`config.mk`:
```
export PLATFORM = sky130hd
export DESIGN_NAME = efap_top
export DESIGN_NICKNAME = d
export VERILOG_FILES = /design/src/hw/efap_pkg.sv /design/src/hw/efap_bank_mem.sv /design/src/hw/efap_top.sv
export VERILOG_INCLUDE_DIRS = /design/src /design/src/hw
export SDC_FILE = /design/constraint.sdc
export NUM_CORES = 2
export LEC_CHECK = 0
export ABC_CLOCK_PERIOD_IN_PS = 28800
export BUFFER_PORTS_ARGS = -buffer_cell sky130_fd_sc_hd__buf_2
export CAP_MARGIN = 5
export CORE_MARGIN = 2
export CORE_UTILIZATION = 45
export DETAILED_ROUTE_END_ITERATION = 6
export HOLD_SLACK_MARGIN = 0.06
export MAX_ROUTING_LAYER = met4
export PLACE_DENSITY = 0.59
export SYNTH_ARGS = -nofsm -noshare
export SYNTH_HDL_FRONTEND = slang
export SYNTH_SLANG_ARGS = --single-unit
```
`constraint.sdc`:
```
create_clock -name I_REF_CLK -period 28.8 [get_ports I_REF_CLK]
set_clock_uncertainty 0.1 [all_clocks]
set_input_delay 4.32 -clock I_REF_CLK [delete_from_list [all_inputs] [get_ports I_REF_CLK]]
set_output_delay 4.32 -clock I_REF_CLK [all_outputs]
set_load 0.01 [all_outputs]
```
`src/hw/efap_regs.svh`:
```
// register map, field positions, reset values and timing counts of the endpoint fifo access port
`ifndef EFAP_REGS_SVH
`define EFAP_REGS_SVH
// register byte offsets
`define EFAP_OFS_MPS        8'h04
`define EFAP_OFS_PBC        8'h1c
`define EFAP_OFS_FILL       8'h1e
`define EFAP_OFS_DATA       8'h20
`define EFAP_OFS_CTRL       8'h28
`define EFAP_OFS_INDEX      8'h2c
// control function command bits
`define EFAP_CTRL_VAL_BIT   3
`define EFAP_CTRL_CLR_BIT   4
// fifo size field msb in the packet size register
`define EFAP_FSZ_MSB        10
// reset values
`define EFAP_PBC_RST        16'h0000
`define EFAP_MPS_RST        11'h000
`define EFAP_RDATA_RST      16'h0000
// storage shape: bytes per buffer, slots (endpoint and direction)
`define EFAP_DEPTH          6'h20
`define EFAP_SLOTS          4
// host-side settle times, kept for the bench
`define EFAP_CLK_PS         4000
`define EFAP_T_IDX_RD_NS    190
`define EFAP_T_IDX_WR_NS    100
`define EFAP_T_FILL_NS      200
`define EFAP_CYC_IDX_RD     ((`EFAP_T_IDX_RD_NS * 1000 + `EFAP_CLK_PS - 1) / `EFAP_CLK_PS)
`define EFAP_CYC_IDX_WR     ((`EFAP_T_IDX_WR_NS * 1000 + `EFAP_CLK_PS - 1) / `EFAP_CLK_PS)
`define EFAP_CYC_FILL       ((`EFAP_T_FILL_NS * 1000 + `EFAP_CLK_PS - 1) / `EFAP_CLK_PS)
`endif

```
`src/hw/efap_pkg.sv`:
```
// types shared by the endpoint fifo access port
package efap_pkg;
  // slot number: bit 1 endpoint, bit 0 direction (1 = in)
  typedef logic [1:0] efap_slot_t;

  // serial engine request toward the fifos
  typedef struct packed {
    efap_slot_t  slot;   // slot the engine works on
    logic        wr;     // out: one received byte
    logic [7:0]  wdata;  // out: received byte
    logic        rd;     // in: fetch next byte to send
    logic        done;   // out: packet acked; in: packet sent
  } efap_ereq_t;

  // answer to the serial engine, all registered
  typedef struct packed {
    logic        ready;  // out: room in bank; in: packet waiting
    logic [5:0]  len;    // in: length of packet waiting
    logic [7:0]  rdata;  // in: byte fetched by rd
  } efap_eresp_t;
endpackage

```
`src/hw/efap_bank_mem.sv`:
```
// double-bank byte storage of one endpoint slot
`timescale 1ns/100ps
`include "efap_regs.svh"
module efap_bank_mem (
  input  wire logic        i_clk,    // core clock
  input  wire logic        i_ce,     // clock enable
  input  wire logic        i_we_lo,  // write byte at waddr
  input  wire logic        i_we_hi,  // write byte at waddr+1
  input  wire logic        i_wbank,  // bank written
  input  wire logic [4:0]  i_waddr,  // first byte written
  input  wire logic [15:0] i_wdata,  // low lane first
  input  wire logic        i_rbank,  // bank read
  input  wire logic [4:0]  i_raddr,  // first byte read
  output logic      [15:0] o_rdata   // {byte raddr+1, byte raddr}
);
  logic [7:0] mem_q [2][`EFAP_DEPTH];  // payload bytes, no reset needed
  logic [4:0] hi_addr;                 // second byte of a word
  logic [4:0] rhi_addr;                // second byte read

  assign hi_addr  = i_waddr + 5'h01;
  assign rhi_addr = i_raddr + 5'h01;

  // payload write, low lane is the earlier byte
  always_ff @(posedge i_clk) begin
    if (i_ce) begin
      if (i_we_lo) begin
        mem_q[i_wbank][i_waddr] <= i_wdata[7:0];
      end
      if (i_we_hi) begin
        mem_q[i_wbank][hi_addr] <= i_wdata[15:8];
      end
    end
  end

  // asynchronous read of two neighbouring bytes
  assign o_rdata = {mem_q[i_rbank][rhi_addr], mem_q[i_rbank][i_raddr]};
endmodule

```
`src/hw/efap_top.sv`:
```
// endpoint fifo access port: data port, packet byte count and fill status
//
// The plain strobed port is this design's own decision.
`timescale 1ns/100ps
`include "efap_regs.svh"
module efap_top (
  input  wire logic                I_REF_CLK,      // 250 mhz core clock
  input  wire logic                I_RST_B,        // async reset, active low
  input  wire logic                I_CE,           // clock enable, freezes all state
  input  wire logic                I_USB_BUS_RST,  // usb bus reset seen, one cycle
  input  wire logic [7:0]          I_ADDR,         // register byte address
  input  wire logic [15:0]         I_WDATA,        // register write data
  input  wire logic                I_WR,           // write strobe
  input  wire logic                I_RD,           // read strobe
  input  wire logic                I_BYTE_MODE,    // 1 = 8-bit access, 0 = 16-bit
  input  wire efap_pkg::efap_ereq_t I_SIE_REQ,     // serial engine request
  output logic      [15:0]         O_RDATA,        // read data, cycle after strobe
  output efap_pkg::efap_eresp_t    O_SIE_RESP      // serial engine answer
);
  localparam int NS = `EFAP_SLOTS;

  // register state
  efap_pkg::efap_slot_t idx_q;           // endpoint index
  logic [10:0]          mps_q  [NS];     // max_packet_limit per slot
  logic [15:0]          pbc_q  [NS];     // packet_byte_count_value per slot
  // buffer state
  logic [1:0]           full_q [NS];     // bank holds a packet
  logic [5:0]           len_q  [NS][2];  // bytes in each full bank
  logic                 hb_q   [NS];     // bank the host side works on
  logic                 eb_q   [NS];     // bank the engine side works on
  logic [5:0]           hp_q   [NS];     // host byte pointer
  logic [5:0]           ep_q   [NS];     // engine byte pointer
  // outputs
  logic [15:0]          rdata_q;         // register read data
  efap_pkg::efap_eresp_t resp_q;         // engine answer

  // memory port wiring per slot
  logic                 we_lo  [NS];
  logic                 we_hi  [NS];
  logic                 wbank  [NS];
  logic [4:0]           waddr  [NS];
  logic [15:0]          wdata  [NS];
  logic                 rbank  [NS];
  logic [4:0]           raddr  [NS];
  logic [15:0]          mrd    [NS];

  // host decode
  logic                 h_dwr;   // data port write accepted
  logic                 h_drd;   // data port read accepted
  logic                 h_val;   // force validate accepted
  logic                 h_clr;   // force clear requested
  logic                 h_mps;   // packet size write
  logic                 h_pbc;   // byte count write
  logic                 h_last;  // this access completes the buffer
  logic                 h_short; // completion came from a short count
  logic [1:0]           h_step;  // bytes moved by this access
  logic [5:0]           h_lim;   // effective packet limit
  logic [5:0]           h_room;  // bytes left to limit or to packet end
  logic [5:0]           h_next;  // host pointer after access
  logic [15:0]          h_word;  // data port read word
  // engine decode
  efap_pkg::efap_slot_t es;      // engine slot
  logic                 e_owr;   // out byte stored
  logic                 e_ack;   // out packet committed
  logic                 e_ird;   // in byte fetched
  logic                 e_sent;  // in packet released

  // slot direction: odd slots are in endpoints
  function automatic logic is_in(input efap_pkg::efap_slot_t s);
    return s[0];
  endfunction

  // slots of endpoint 0 are the control endpoint
  function automatic logic is_ctrl(input efap_pkg::efap_slot_t s);
    return ~s[1];
  endfunction

  // packet limit: size field capped to storage, cut by a smaller count
  function automatic logic [5:0] eff_limit(input logic [10:0] mps, input logic [15:0] pbc);
    logic [10:0] m;
    m = (mps > {5'h00, `EFAP_DEPTH}) ? {5'h00, `EFAP_DEPTH} : mps;
    if (m == 11'h000) begin
      m = 11'h001;  // a zero size would validate on every write
    end
    if ((pbc != 16'h0000) && (pbc < {5'h00, m})) begin
      m = pbc[10:0];
    end
    return m[5:0];
  endfunction

  // bytes moved: one on a byte access or when a single byte remains
  function automatic logic [1:0] step_of(input logic byte_mode, input logic [5:0] room);
    return (byte_mode || (room == 6'h01)) ? 2'h1 : 2'h2;
  endfunction

  // host access decode, always against the current index
  always_comb begin
    h_lim   = eff_limit(mps_q[idx_q], pbc_q[idx_q]);
    h_room  = is_in(idx_q) ? (h_lim - hp_q[idx_q]) : (len_q[idx_q][hb_q[idx_q]] - hp_q[idx_q]);
    h_step  = step_of(I_BYTE_MODE, h_room);
    h_next  = hp_q[idx_q] + {4'h0, h_step};
    h_last  = ({4'h0, h_step} >= h_room);
    // writes to a full bank are dropped; the host must watch fill status
    h_dwr   = I_WR && (I_ADDR == `EFAP_OFS_DATA) && is_in(idx_q) && !full_q[idx_q][hb_q[idx_q]];
    h_drd   = I_RD && (I_ADDR == `EFAP_OFS_DATA) && !is_in(idx_q) && full_q[idx_q][hb_q[idx_q]];
    h_val   = I_WR && (I_ADDR == `EFAP_OFS_CTRL) && I_WDATA[`EFAP_CTRL_VAL_BIT] && is_in(idx_q)
              && !full_q[idx_q][hb_q[idx_q]];
    h_clr   = I_WR && (I_ADDR == `EFAP_OFS_CTRL) && I_WDATA[`EFAP_CTRL_CLR_BIT];
    h_mps   = I_WR && (I_ADDR == `EFAP_OFS_MPS);
    h_pbc   = I_WR && (I_ADDR == `EFAP_OFS_PBC);
    // short completion: count below size field, only on data port path
    h_short = h_dwr && h_last && (pbc_q[idx_q] != 16'h0000)
              && (pbc_q[idx_q] < {5'h00, mps_q[idx_q]});
    // odd tail byte of a word read sits on the low lane
    h_word  = (h_step == 2'h1) ? {8'h00, mrd[idx_q][7:0]} : mrd[idx_q];
  end

  // engine decode; each event refused unless the bank is in the right state
  always_comb begin
    es     = I_SIE_REQ.slot;
    e_owr  = I_SIE_REQ.wr && !is_in(es) && !full_q[es][eb_q[es]] && (ep_q[es] < `EFAP_DEPTH);
    e_ack  = I_SIE_REQ.done && !is_in(es) && !full_q[es][eb_q[es]];
    e_ird  = I_SIE_REQ.rd && is_in(es) && full_q[es][eb_q[es]] && (ep_q[es] < len_q[es][eb_q[es]]);
    e_sent = I_SIE_REQ.done && is_in(es) && full_q[es][eb_q[es]];
  end

  // memory port steering: in slots take host writes, out slots engine writes
  always_comb begin
    for (int s = 0; s < NS; s++) begin
      if (is_in(efap_pkg::efap_slot_t'(s))) begin
        we_lo[s] = h_dwr && (idx_q == efap_pkg::efap_slot_t'(s));
        we_hi[s] = we_lo[s] && (h_step == 2'h2);
        wbank[s] = hb_q[s];
        waddr[s] = hp_q[s][4:0];
        wdata[s] = I_WDATA;
        rbank[s] = eb_q[s];
        raddr[s] = ep_q[s][4:0];
      end else begin
        we_lo[s] = e_owr && (es == efap_pkg::efap_slot_t'(s));
        we_hi[s] = 1'b0;
        wbank[s] = eb_q[s];
        waddr[s] = ep_q[s][4:0];
        wdata[s] = {8'h00, I_SIE_REQ.wdata};
        rbank[s] = hb_q[s];
        raddr[s] = hp_q[s][4:0];
      end
    end
  end

  // one storage block per slot
  for (genvar g = 0; g < NS; g++) begin : g_slot
    efap_bank_mem u_mem (
      .i_clk   (I_REF_CLK),
      .i_ce    (I_CE),
      .i_we_lo (we_lo[g]),
      .i_we_hi (we_hi[g]),
      .i_wbank (wbank[g]),
      .i_waddr (waddr[g]),
      .i_wdata (wdata[g]),
      .i_rbank (rbank[g]),
      .i_raddr (raddr[g]),
      .o_rdata (mrd[g])
    );
  end

  // endpoint index; takes effect for the very next access
  always_ff @(posedge I_REF_CLK or negedge I_RST_B) begin
    if (!I_RST_B) begin
      idx_q <= 2'h0;
    end else if (I_CE) begin
      if (I_WR && (I_ADDR == `EFAP_OFS_INDEX)) begin
        idx_q <= I_WDATA[1:0];
      end
    end
  end

  // packet size and packet byte count registers
  always_ff @(posedge I_REF_CLK or negedge I_RST_B) begin
    if (!I_RST_B) begin
      for (int s = 0; s < NS; s++) begin
        mps_q[s] <= `EFAP_MPS_RST;
        pbc_q[s] <= `EFAP_PBC_RST;
      end
    end else if (I_CE) begin
      if (I_USB_BUS_RST) begin
        // bus reset outranks any host or engine update
        for (int s = 0; s < NS; s++) begin
          mps_q[s] <= `EFAP_MPS_RST;
          pbc_q[s] <= `EFAP_PBC_RST;
        end
      end else begin
        if (h_mps) begin
          mps_q[idx_q] <= I_WDATA[`EFAP_FSZ_MSB:0];
          pbc_q[idx_q] <= {5'h00, I_WDATA[`EFAP_FSZ_MSB:0]};
        end else if (h_pbc) begin
          pbc_q[idx_q] <= I_WDATA;
        end else if (h_short) begin
          // short packet done: later packets run at full size again
          pbc_q[idx_q] <= {5'h00, mps_q[idx_q]};
        end
        // engine ack lands last so a fresh count is never lost
        if (e_ack) begin
          pbc_q[es] <= {10'h000, ep_q[es]};
        end
      end
    end
  end

  // buffer banks, pointers and fill flags of every slot
  always_ff @(posedge I_REF_CLK or negedge I_RST_B) begin
    if (!I_RST_B) begin
      for (int s = 0; s < NS; s++) begin
        full_q[s]   <= 2'h0;
        len_q[s][0] <= 6'h00;
        len_q[s][1] <= 6'h00;
        hb_q[s]     <= 1'b0;
        eb_q[s]     <= 1'b0;
        hp_q[s]     <= 6'h00;
        ep_q[s]     <= 6'h00;
      end
    end else if (I_CE) begin
      for (int s = 0; s < NS; s++) begin
        // engine side goes first so a same-cycle host update wins
        if (es == efap_pkg::efap_slot_t'(s)) begin
          if (e_sent) begin
            full_q[s][eb_q[s]] <= 1'b0;  // in packet gone, bank free
            eb_q[s]            <= ~eb_q[s];
            ep_q[s]            <= 6'h00;
          end else if (e_ird) begin
            ep_q[s] <= ep_q[s] + 6'h01;
          end else if (e_ack) begin
            full_q[s][eb_q[s]] <= 1'b1;  // out packet now readable
            len_q[s][eb_q[s]]  <= ep_q[s];
            eb_q[s]            <= ~eb_q[s];
            ep_q[s]            <= 6'h00;
          end else if (e_owr) begin
            ep_q[s] <= ep_q[s] + 6'h01;
          end
        end
        // host side on the indexed slot
        if (idx_q == efap_pkg::efap_slot_t'(s)) begin
          if (h_clr) begin
            if (!is_in(idx_q)) begin
              // out: drop the packet being read, read or not
              if (full_q[s][hb_q[s]]) begin
                full_q[s][hb_q[s]] <= 1'b0;
                hb_q[s]            <= ~hb_q[s];
              end
              hp_q[s] <= 6'h00;
            end else if (hp_q[s] != 6'h00) begin
              hp_q[s] <= 6'h00;
            end else if (full_q[s][eb_q[s]] && !(e_sent && (es == idx_q))) begin
              // in: oldest validated packet; one bank per command
              full_q[s][eb_q[s]] <= 1'b0;
              eb_q[s]            <= ~eb_q[s];
              ep_q[s]            <= 6'h00;
            end
          end else if (h_drd) begin
            if (h_last) begin
              full_q[s][hb_q[s]] <= 1'b0;
              hb_q[s]            <= ~hb_q[s];
              hp_q[s]            <= 6'h00;
            end else begin
              hp_q[s] <= h_next;
            end
          end else if (h_dwr) begin
            if (h_last) begin
              full_q[s][hb_q[s]] <= 1'b1;
              len_q[s][hb_q[s]]  <= h_next;
              hb_q[s]            <= ~hb_q[s];
              hp_q[s]            <= 6'h00;
            end else begin
              hp_q[s] <= h_next;
            end
          end else if (h_val) begin
            full_q[s][hb_q[s]] <= 1'b1;
            len_q[s][hb_q[s]]  <= hp_q[s];
            hb_q[s]            <= ~hb_q[s];
            hp_q[s]            <= 6'h00;
          end
        end
      end
    end
  end

  // register read data, valid the cycle after the strobe only
  always_ff @(posedge I_REF_CLK or negedge I_RST_B) begin
    if (!I_RST_B) begin
      rdata_q <= `EFAP_RDATA_RST;
    end else if (I_CE) begin
      if (I_RD) begin
        case (I_ADDR)
          `EFAP_OFS_INDEX: begin
            rdata_q <= {14'h0000, idx_q};
          end
          `EFAP_OFS_MPS: begin
            rdata_q <= {5'h00, mps_q[idx_q]};
          end
          `EFAP_OFS_PBC: begin
            rdata_q <= pbc_q[idx_q];
          end
          `EFAP_OFS_FILL: begin
            // control endpoint reports no fill status, though its two banks fill as on other slots
            rdata_q <= is_ctrl(idx_q) ? 16'h0000 : {14'h0000, full_q[idx_q]};
          end
          `EFAP_OFS_DATA: begin
            rdata_q <= h_drd ? h_word : 16'h0000;
          end
          default: begin
            rdata_q <= 16'h0000;  // control bits and unmapped read zero
          end
        endcase
      end else begin
        rdata_q <= 16'h0000;
      end
    end
  end

  // engine answer; ready and len trail the buffer state by one cycle
  always_ff @(posedge I_REF_CLK or negedge I_RST_B) begin
    if (!I_RST_B) begin
      resp_q <= '0;
    end else if (I_CE) begin
      resp_q.ready <= is_in(es) ? full_q[es][eb_q[es]] : !full_q[es][eb_q[es]];
      resp_q.len   <= len_q[es][eb_q[es]];
      if (e_ird) begin
        resp_q.rdata <= mrd[es][7:0];
      end
    end
  end

  assign O_RDATA    = rdata_q;
  assign O_SIE_RESP = resp_q;
endmodule

```
Word-level counts from Yosys, hierarchy flattened
Memory sizes are Yosys's and may differ from the RTL's. Cells that the tools add are included.

Memory bits (writable): 2048. Output and inout port bits: 31. Bits of input ports: 44. Register bits: 253. Memories kept: 4.

Order comparisons: 66. $add $sub $neg: 13. Reduce and logical (&&, ||, !) cells: 90. Bitwise operators: 574. Muxes and demuxes: 931. Eq/ne operators: 25.

Memories: g_slot[0].u_mem.mem_q (words 2, bits a word 256, rd ports 1, clocked after memory_dff 0, write ports 1, line efap_bank_mem.sv:16) `` logic [7:0] mem_q [2][`EFAP_DEPTH]; ``; g_slot[1].u_mem.mem_q (words 2, bits a word 256, rd ports 1, clocked after memory_dff 0, write ports 1, line efap_bank_mem.sv:16); g_slot[2].u_mem.mem_q (words 2, bits a word 256, rd ports 1, clocked after memory_dff 0, write ports 1, line efap_bank_mem.sv:16); g_slot[3].u_mem.mem_q (words 2, bits a word 256, rd ports 1, clocked after memory_dff 0, write ports 1, line efap_bank_mem.sv:16).

Operator list (count): $mux W256 (6); $mux W1 (621); $mux W12 (48); $or A1 B1 Y1 (512); $mux W6 (76); $mux W64 (7); $bmux W8 S5 (8); $bwmux W64 (4); $demux W8 S5 (6); $mux W8 (24); $bwmux W12 (12); $mux W16 (9); $mux W2 (70); $bmux W16 S2 (3); $mux W44 (2); $ge A6 B6 Y1 const B (14); $not A5 Y6 (14); $pmux W16 S5 (1); $demux W16 S2 (2); $logic_and A1 B1 Y1 (63); $mux W11 (5); $bmux W12 S2 (2); $demux W6 S1 (8); $bwmux W44 (1); 49 further kinds (181).

Depth between registers and ports, before layout
Depth in word-level cells: 28. Gate-level depth with buffers: 36. Gate-level depth less buffers: 31.

By module
From an unflattened synthesis, not the netlist that was laid out.

Cells, all modules: 7970. Area total of the unflattened synthesis: 127289.6 µm².

Modules (own cells, without submodules): efap_bank_mem (g_slot[0].u_mem) (area each 28288.4 µm², times used 1, cells each 1709, seq. area each 15374.7 µm²); efap_bank_mem (g_slot[2].u_mem) (area each 27958.1 µm², times used 1, cells each 1599, seq. area each 15374.7 µm²); efap_bank_mem (g_slot[1].u_mem) (area each 27881.7 µm², times used 1, cells each 1554, seq. area each 15374.7 µm²); efap_bank_mem (g_slot[3].u_mem) (area each 27627.7 µm², times used 1, cells each 1546, seq. area each 15374.7 µm²); efap_top (area each 15533.6 µm², times used 1, cells each 1562, seq. area each 6331.1 µm²).

Least setup slack after synthesis
Ideal clock, no wire load.

Kind: register to register. From: reg idx_q[0]. To: reg pbc_q[10] (netlist bit). Required time: 28.574 ns. Path buffers: 4. Cell stages (with the launch flop): 35. Setup slack: 19.701 ns. Arrival time: 8.873 ns. Setup time: 0.126 ns. Path through: dfrtp_1 -> buf_4 -> mux4_2 -> or4_1 -> nor3_1 -> buf_2 -> nand2_1 -> ha_1 -> a21oi_1 -> a21oi_1 -> a2111oi_0 -> o2111a_2 -> o21ai_1 -> o21ai_0 -> a21oi_1 -> ha_1 -> fa_1 -> nand2b_1 -> a21oi_1 -> or3_1 -> or4b_2 -> buf_1 -> nor3_1 -> nor4b_1 -> nor3_2 -> clkbuf_1 -> ha_1 -> nand2b_1 -> a21oi_1 -> nor3_1 -> nand2_1 -> or4_1 -> a2111oi_2 -> nor2_1 -> a221o_1.

Cells in the longest elaborated chain, start to end: 28.

Ends and longest elaborated chain: start, declared (line efap_top.sv:23) `efap_pkg::efap_slot_t idx_q;`; start signal, assigned (line efap_top.sv:172) `idx_q <= I_WDATA[1:0];`; $not A2 Y3; $bmux W11 S2 (line efap_top.sv:98, efap_top.sv:113, efap_top.sv:199); $mux W11 (implied by the code) (2 in a row) (line efap_top.sv:98, efap_top.sv:113, efap_top.sv:199); $gt A11 B6 Y1 (line efap_top.sv:81) `` m = (mps > {5'h00, `EFAP_DEPTH}) ? {5'h00, `EFAP_DEPTH} : mps; ``; $mux W11 (line efap_top.sv:81); $logic_not A11 Y1 (line efap_top.sv:82) `if (m == 11'h000) begin`; $mux W11 (line efap_top.sv:82); $lt A16 B11 Y1 (line efap_top.sv:85) `if ((pbc != 16'h0000) && (pbc < {5'h00, m})) begin`; (+11 left out); $mux W64 (line efap_top.sv:197) `end else if (h_short) begin`; $mux W64 (line efap_top.sv:195) `end else if (h_pbc) begin`; $mux W64 * (line efap_top.sv:192) `if (h_mps) begin`; $mux W64 * (line efap_top.sv:185) `if (I_USB_BUS_RST) begin`; $mux W64 * (line efap_top.sv:184) `end else if (I_CE) begin`; $bwmux W64 (line efap_top.sv:203) `pbc_q[es] <= {10'h000, ep_q[es]};`; $mux W64 * (line efap_top.sv:202) `if (e_ack) begin`; $mux W64 * (line efap_top.sv:185); end signal, assigned by index (line efap_top.sv:182) `` pbc_q[s] <= `EFAP_PBC_RST; ``; end signal, assigned by index (line efap_top.sv:189) `` pbc_q[s] <= `EFAP_PBC_RST; ``; end signal, assigned by index (line efap_top.sv:203); end, declared (line efap_top.sv:25) `logic [15:0] pbc_q [NS];`.

Mark *: on every way between the ends. The rest lies on a longest branch, timed or not. The select of a mux whose other input is x is not followed. A chain may end at the register's enable or synchronous reset.

Worst setup path in the final report
From: reg idx_q[0]. To: reg len_q[7] (netlist bit).

Cells in the longest elaborated chain, start to end: 23.

Ends and longest elaborated chain: $not A2 Y3 (implied by the code); $bmux W11 S2 (line efap_top.sv:98) `h_lim = eff_limit(mps_q[idx_q], pbc_q[idx_q]);`; $mux W11 (implied by the code) (2 in a row) (line efap_top.sv:98); $gt A11 B6 Y1 (line efap_top.sv:81); $mux W11 (line efap_top.sv:81); $logic_not A11 Y1 (line efap_top.sv:82); $mux W11 (line efap_top.sv:82); $lt A16 B11 Y1 (line efap_top.sv:85); (+6 left out); $mux W2 (line efap_top.sv:93) `return (byte_mode || (room == 6'h01)) ? 2'h1 : 2'h2;`; $add A6 B2 Y6 (line efap_top.sv:101) `h_next = hp_q[idx_q] + {4'h0, h_step};`; $bwmux W12 (line efap_top.sv:269) `len_q[s][hb_q[s]] <= h_next;`; $mux W12 (line efap_top.sv:267) `if (h_last) begin`; $mux W12 (line efap_top.sv:266) `end else if (h_dwr) begin`; $mux W12 (line efap_top.sv:258) `end else if (h_drd) begin`; $mux W12 (line efap_top.sv:242) `if (h_clr) begin`; $mux W12 * (line efap_top.sv:241) `if (idx_q == efap_pkg::efap_slot_t'(s)) begin`; end signal, assigned by index (line efap_top.sv:233) `len_q[s][eb_q[s]] <= ep_q[s];`; end signal, assigned by index (line efap_top.sv:269); end signal, assigned by index (line efap_top.sv:277) `len_q[s][hb_q[s]] <= hp_q[s];`; end, declared (line efap_top.sv:28) `logic [5:0] len_q [NS][2];`.

Marked as above.

==> impl_results.md <==
- Run status: finished, violations left
- Failing checks: design-rule violations
- Tmin final: 12.21 ns
- Num CTS Buffers: 267
- Gpl congestion: 0.938
- Mapped cell area: 118000 sq um
- Seq/Total Area, Yosys: 0.576
- Hold depth: 2
- Max Slew Vio Count: 0
- WL per Instance: 35.8 um
- FF-to-FF path depth: 34
- CP endpoint kind: register
- Share of cells above drive strength 1: 0.342
- Final #Nets: 6761
- Synth Area in Compound Gates: 0.0358
- Synth Area in Adders: 0.00544
- Worst Hold Path EP: pbc_q[30]
- Largest net degree at the start of global routing: 164
- Rel. slew slack: 0.0889
- Port bufs: 74
- Avg Cell Area, Syn: 17.6 sq um
- First-pass GRT wire length: 531000 um
- FF-to-FF End: len_q[7]
- Distinct cell type count after synthesis: 93
- Reg-to-reg startpoint: idx_q[0]
- Vias per cell: 6.74
- RSZ-0062 raised after global routing: no
- Main flop type after synthesis: edfxtp_1
- Sum Neg Setup Slack: 0 ns
- Clock-pin slew on the worst setup and hold paths: 0.06 ns
- Die area: 266000 sq um
- Fmax: 0.0819 GHz
- P_leak: 41.8 nW
- Commonest non-fill, non-tap cell in the layout: edfxtp_1
- CTS Hold Bufs: 0
- Vias in the first global route: 70294
- Antenna violation net count after detailed routing: 0
- HP Class: reg -> reg
- I/O Pins: 75
- TritonCTS clock tree: done
- Largest family of logic cells by synthesized area: multiplexers
- Most frequent cells in the layout: 2048 x edfxtp_1, 1280 x mux4_2, 291 x nand2_1
- Mux cell area share after synthesis: 0.318
- Most frequent CP cell: a21oi_1
- First-pass DRT Iterations: 7
- Period utilisation layout: 0.424
- Final Hold Fails: 0
- Pwr/cell area: 70.7 nW/um^2
- Detailed-route wire length: 371000 um
- Number of DRC markers in iteration 0: 8470
- CTS Root Buffer Type: clkbuf_16
- Drc violations: 10
- Cell total after placement: 9893
- Worst setup SP type: register
- CTS sink cnt: 2301
- Worst path max stage delay: 1.09 ns
- Worst Path Max Fanout: 45
- Post-synth EDFFs: 2048
- Gr usage total: 0.287
- Area delta synth->final: 11.1%
- Setup Buffers After CTS: 0
- Ys async rst share: 0.110
- CORE AREA: 260000 sq um
- H-Tree Depth: 5
- Xor/xnor share of the synthesized area: 0.00260
- Number of synthesized register bits: 2301
- Hold Path Origin: pbc_q[30]
- Initial core utilization: 0.453
- Final setup vio count: 0
- Cts repair resizes: 0
- Hpwl dp: 244000 um
- Ys Warns: 0
- Insertion delay to the later sink of the worst-skew pair: 0.86 ns
- MaxCap Viol Count: 0
- Via Count: 69782
- Initial antenna violation count: 13
- R2r setup slk: 16.59 ns
- Worst-Margin Slew: 1.37 ns
- Syn Inst Count: 6679
- Largest vdd supply drop: 0.0506 mV
- CP Class: reg -> reg
- Critical path data required time: 29.43 ns
- Row cnt: 187
- GR Overflow Total: 0
- Die height: 515 um
- Slowest-stage cell, CP: nor3b_1
- CTS max path bufs: 4
- Simple-Gate Fraction of Synth Area: 0.0408
- Cell Count, Final, Fillers Out: 10359
- Die Span X: 515 um
- Critical Path AT: 12.84 ns
==> Yosys cell counts (12+ instances only) <==
cell | count | share of area
edfxtp_1 | 2048 | 0.52
mux4_2 | 1280 | 0.24
clkbuf_1 | 425 | 0.014
nand2_1 | 292 | 0.0093
nor2_1 | 283 | 0.0090
mux2_2 | 261 | 0.025
dfrtp_1 | 253 | 0.054
mux2_1 | 253 | 0.024
mux2i_1 | 246 | 0.021
a21oi_1 | 159 | 0.0068
buf_1 | 153 | 0.0049
o21ai_0 | 129 | 0.0055
nand3_1 | 88 | 0.0037
a22o_1 | 84 | 0.0063
nor3_1 | 64 | 0.0027
ha_1 | 48 | 0.0051
inv_1 | 45 | 0.0014
nor4_1 | 38 | 0.0020
a22oi_1 | 30 | 0.0019
o211ai_1 | 30 | 0.0019
nor3_4 | 27 | 0.0037
a211oi_1 | 26 | 0.0017
nor2b_1 | 26 | 0.0014
mux2_4 | 24 | 0.0031
or3_1 | 22 | 0.0012
a221o_1 | 21 | 0.0018
nand2b_1 | 20 | 0.0011
o2111ai_1 | 18 | 0.0013
xor2_1 | 18 | 0.0013
xnor2_1 | 17 | 0.0013
nand3b_1 | 16 | 0.0010
and2_1 | 15 | 0.00080
a31oi_1 | 13 | 0.00069
a32o_1 | 12 | 0.0010
o21ai_1 | 12 | 0.00051
==> area by class of cell <==
class	instances	area (sq um)
Timing Repair Buffer	310	2260
Multi-Input combinational cell	3735	47700
Clock inverter	123	1220
Antenna cell	9	22.5
Inverter	52	198
Clock buffer	333	7070
Tap cell	3496	4370
Fill cell	21040	129000
Sequential cell	2301	67900
==> through the flow <==
step / total power (W) / worst slack [ns] / hold slack [ns] / instance area [sq um] / util
after floorplan: 0.00520 / 19.70 / 0.338 / 118000 / -
after global placement: 0.00597 / 16.90 / 0.355 / 122000 / 0.471
after detailed placement: 0.00599 / 16.77 / 0.375 / 122000 / 0.471
after CTS: 0.00927 / 16.72 / 0.379 / 131000 / 0.503
after global routing: 0.00949 / 15.94 / 0.397 / 131000 / 0.503
final: 0.00925 / 16.59 / 0.393 / 131000 / 0.503
==> flip-flops by register name, indices dropped and copies added, names as in the netlist <==
register	flops
idx_q	2
eb_q	4
hb_q	4
mps_q	44
hp_q	24
full_q	8
ep_q	24
len_q	48
g_slot.u_mem.mem_q	2048
O_SIE_RESP	15
pbc_q	64
O_RDATA	16
==> cell families after synthesis <==
kind of cell | after synthesis
mux | 2064
buf+inv | 647
simple gates | 959
other cells | 1
xor+xnor | 35
flops | 2301
fa+ha+maj | 50
compound gates | 622
==> power by group <==
group / total [W] / leakage (nW) / switching [W] / internal, W
clock network: 0.00330 / 4.04 / 0.00137 / 0.00193
logic: 0.00220 / 16.0 / 0.00124 / 0.000963
registers: 0.00375 / 21.8 / 0.0000883 / 0.00366
==> routing by layer <==
metal | part of all wire | vias to the layer above | global-route usage
met5 | 0 | - | -
li1 | - | 27995 | -
met1 | 0.39 | 37371 | 0.381
met2 | 0.48 | 3703 | 0.445
met3 | 0.087 | 713 | 0.0530
met4 | 0.044 | 0 | 0.107
==> worst max-delay path: cells and delay by family, from the launching register on <==
kind	cells	cell delay [ns]
AOI/OAI and AO/OA	9	1.70
adders and majority gates	4	1.38
buffers and inverters	4	1.53
DFF	1	0.74
muxes	2	0.96
and+or+nand+nor	15	5.66
==> worst max path at each step <==
stage	start	to	slack, ns	depth (start not counted)
6_report	idx_q[0]	len_q[7]	16.59	34
3_5_place_dp	idx_q[0]	len_q[6]	16.77	34
4_1_cts	idx_q[0]	len_q[7]	16.72	34
2_1_floorplan	idx_q[0]	pbc_q[10]	19.70	34
5_1_grt	idx_q[0]	len_q[11]	15.94	34
3_3_place_gp	idx_q[0]	len_q[9]	16.90	34
No activity file was read; power rests on OpenSTA's default activity.
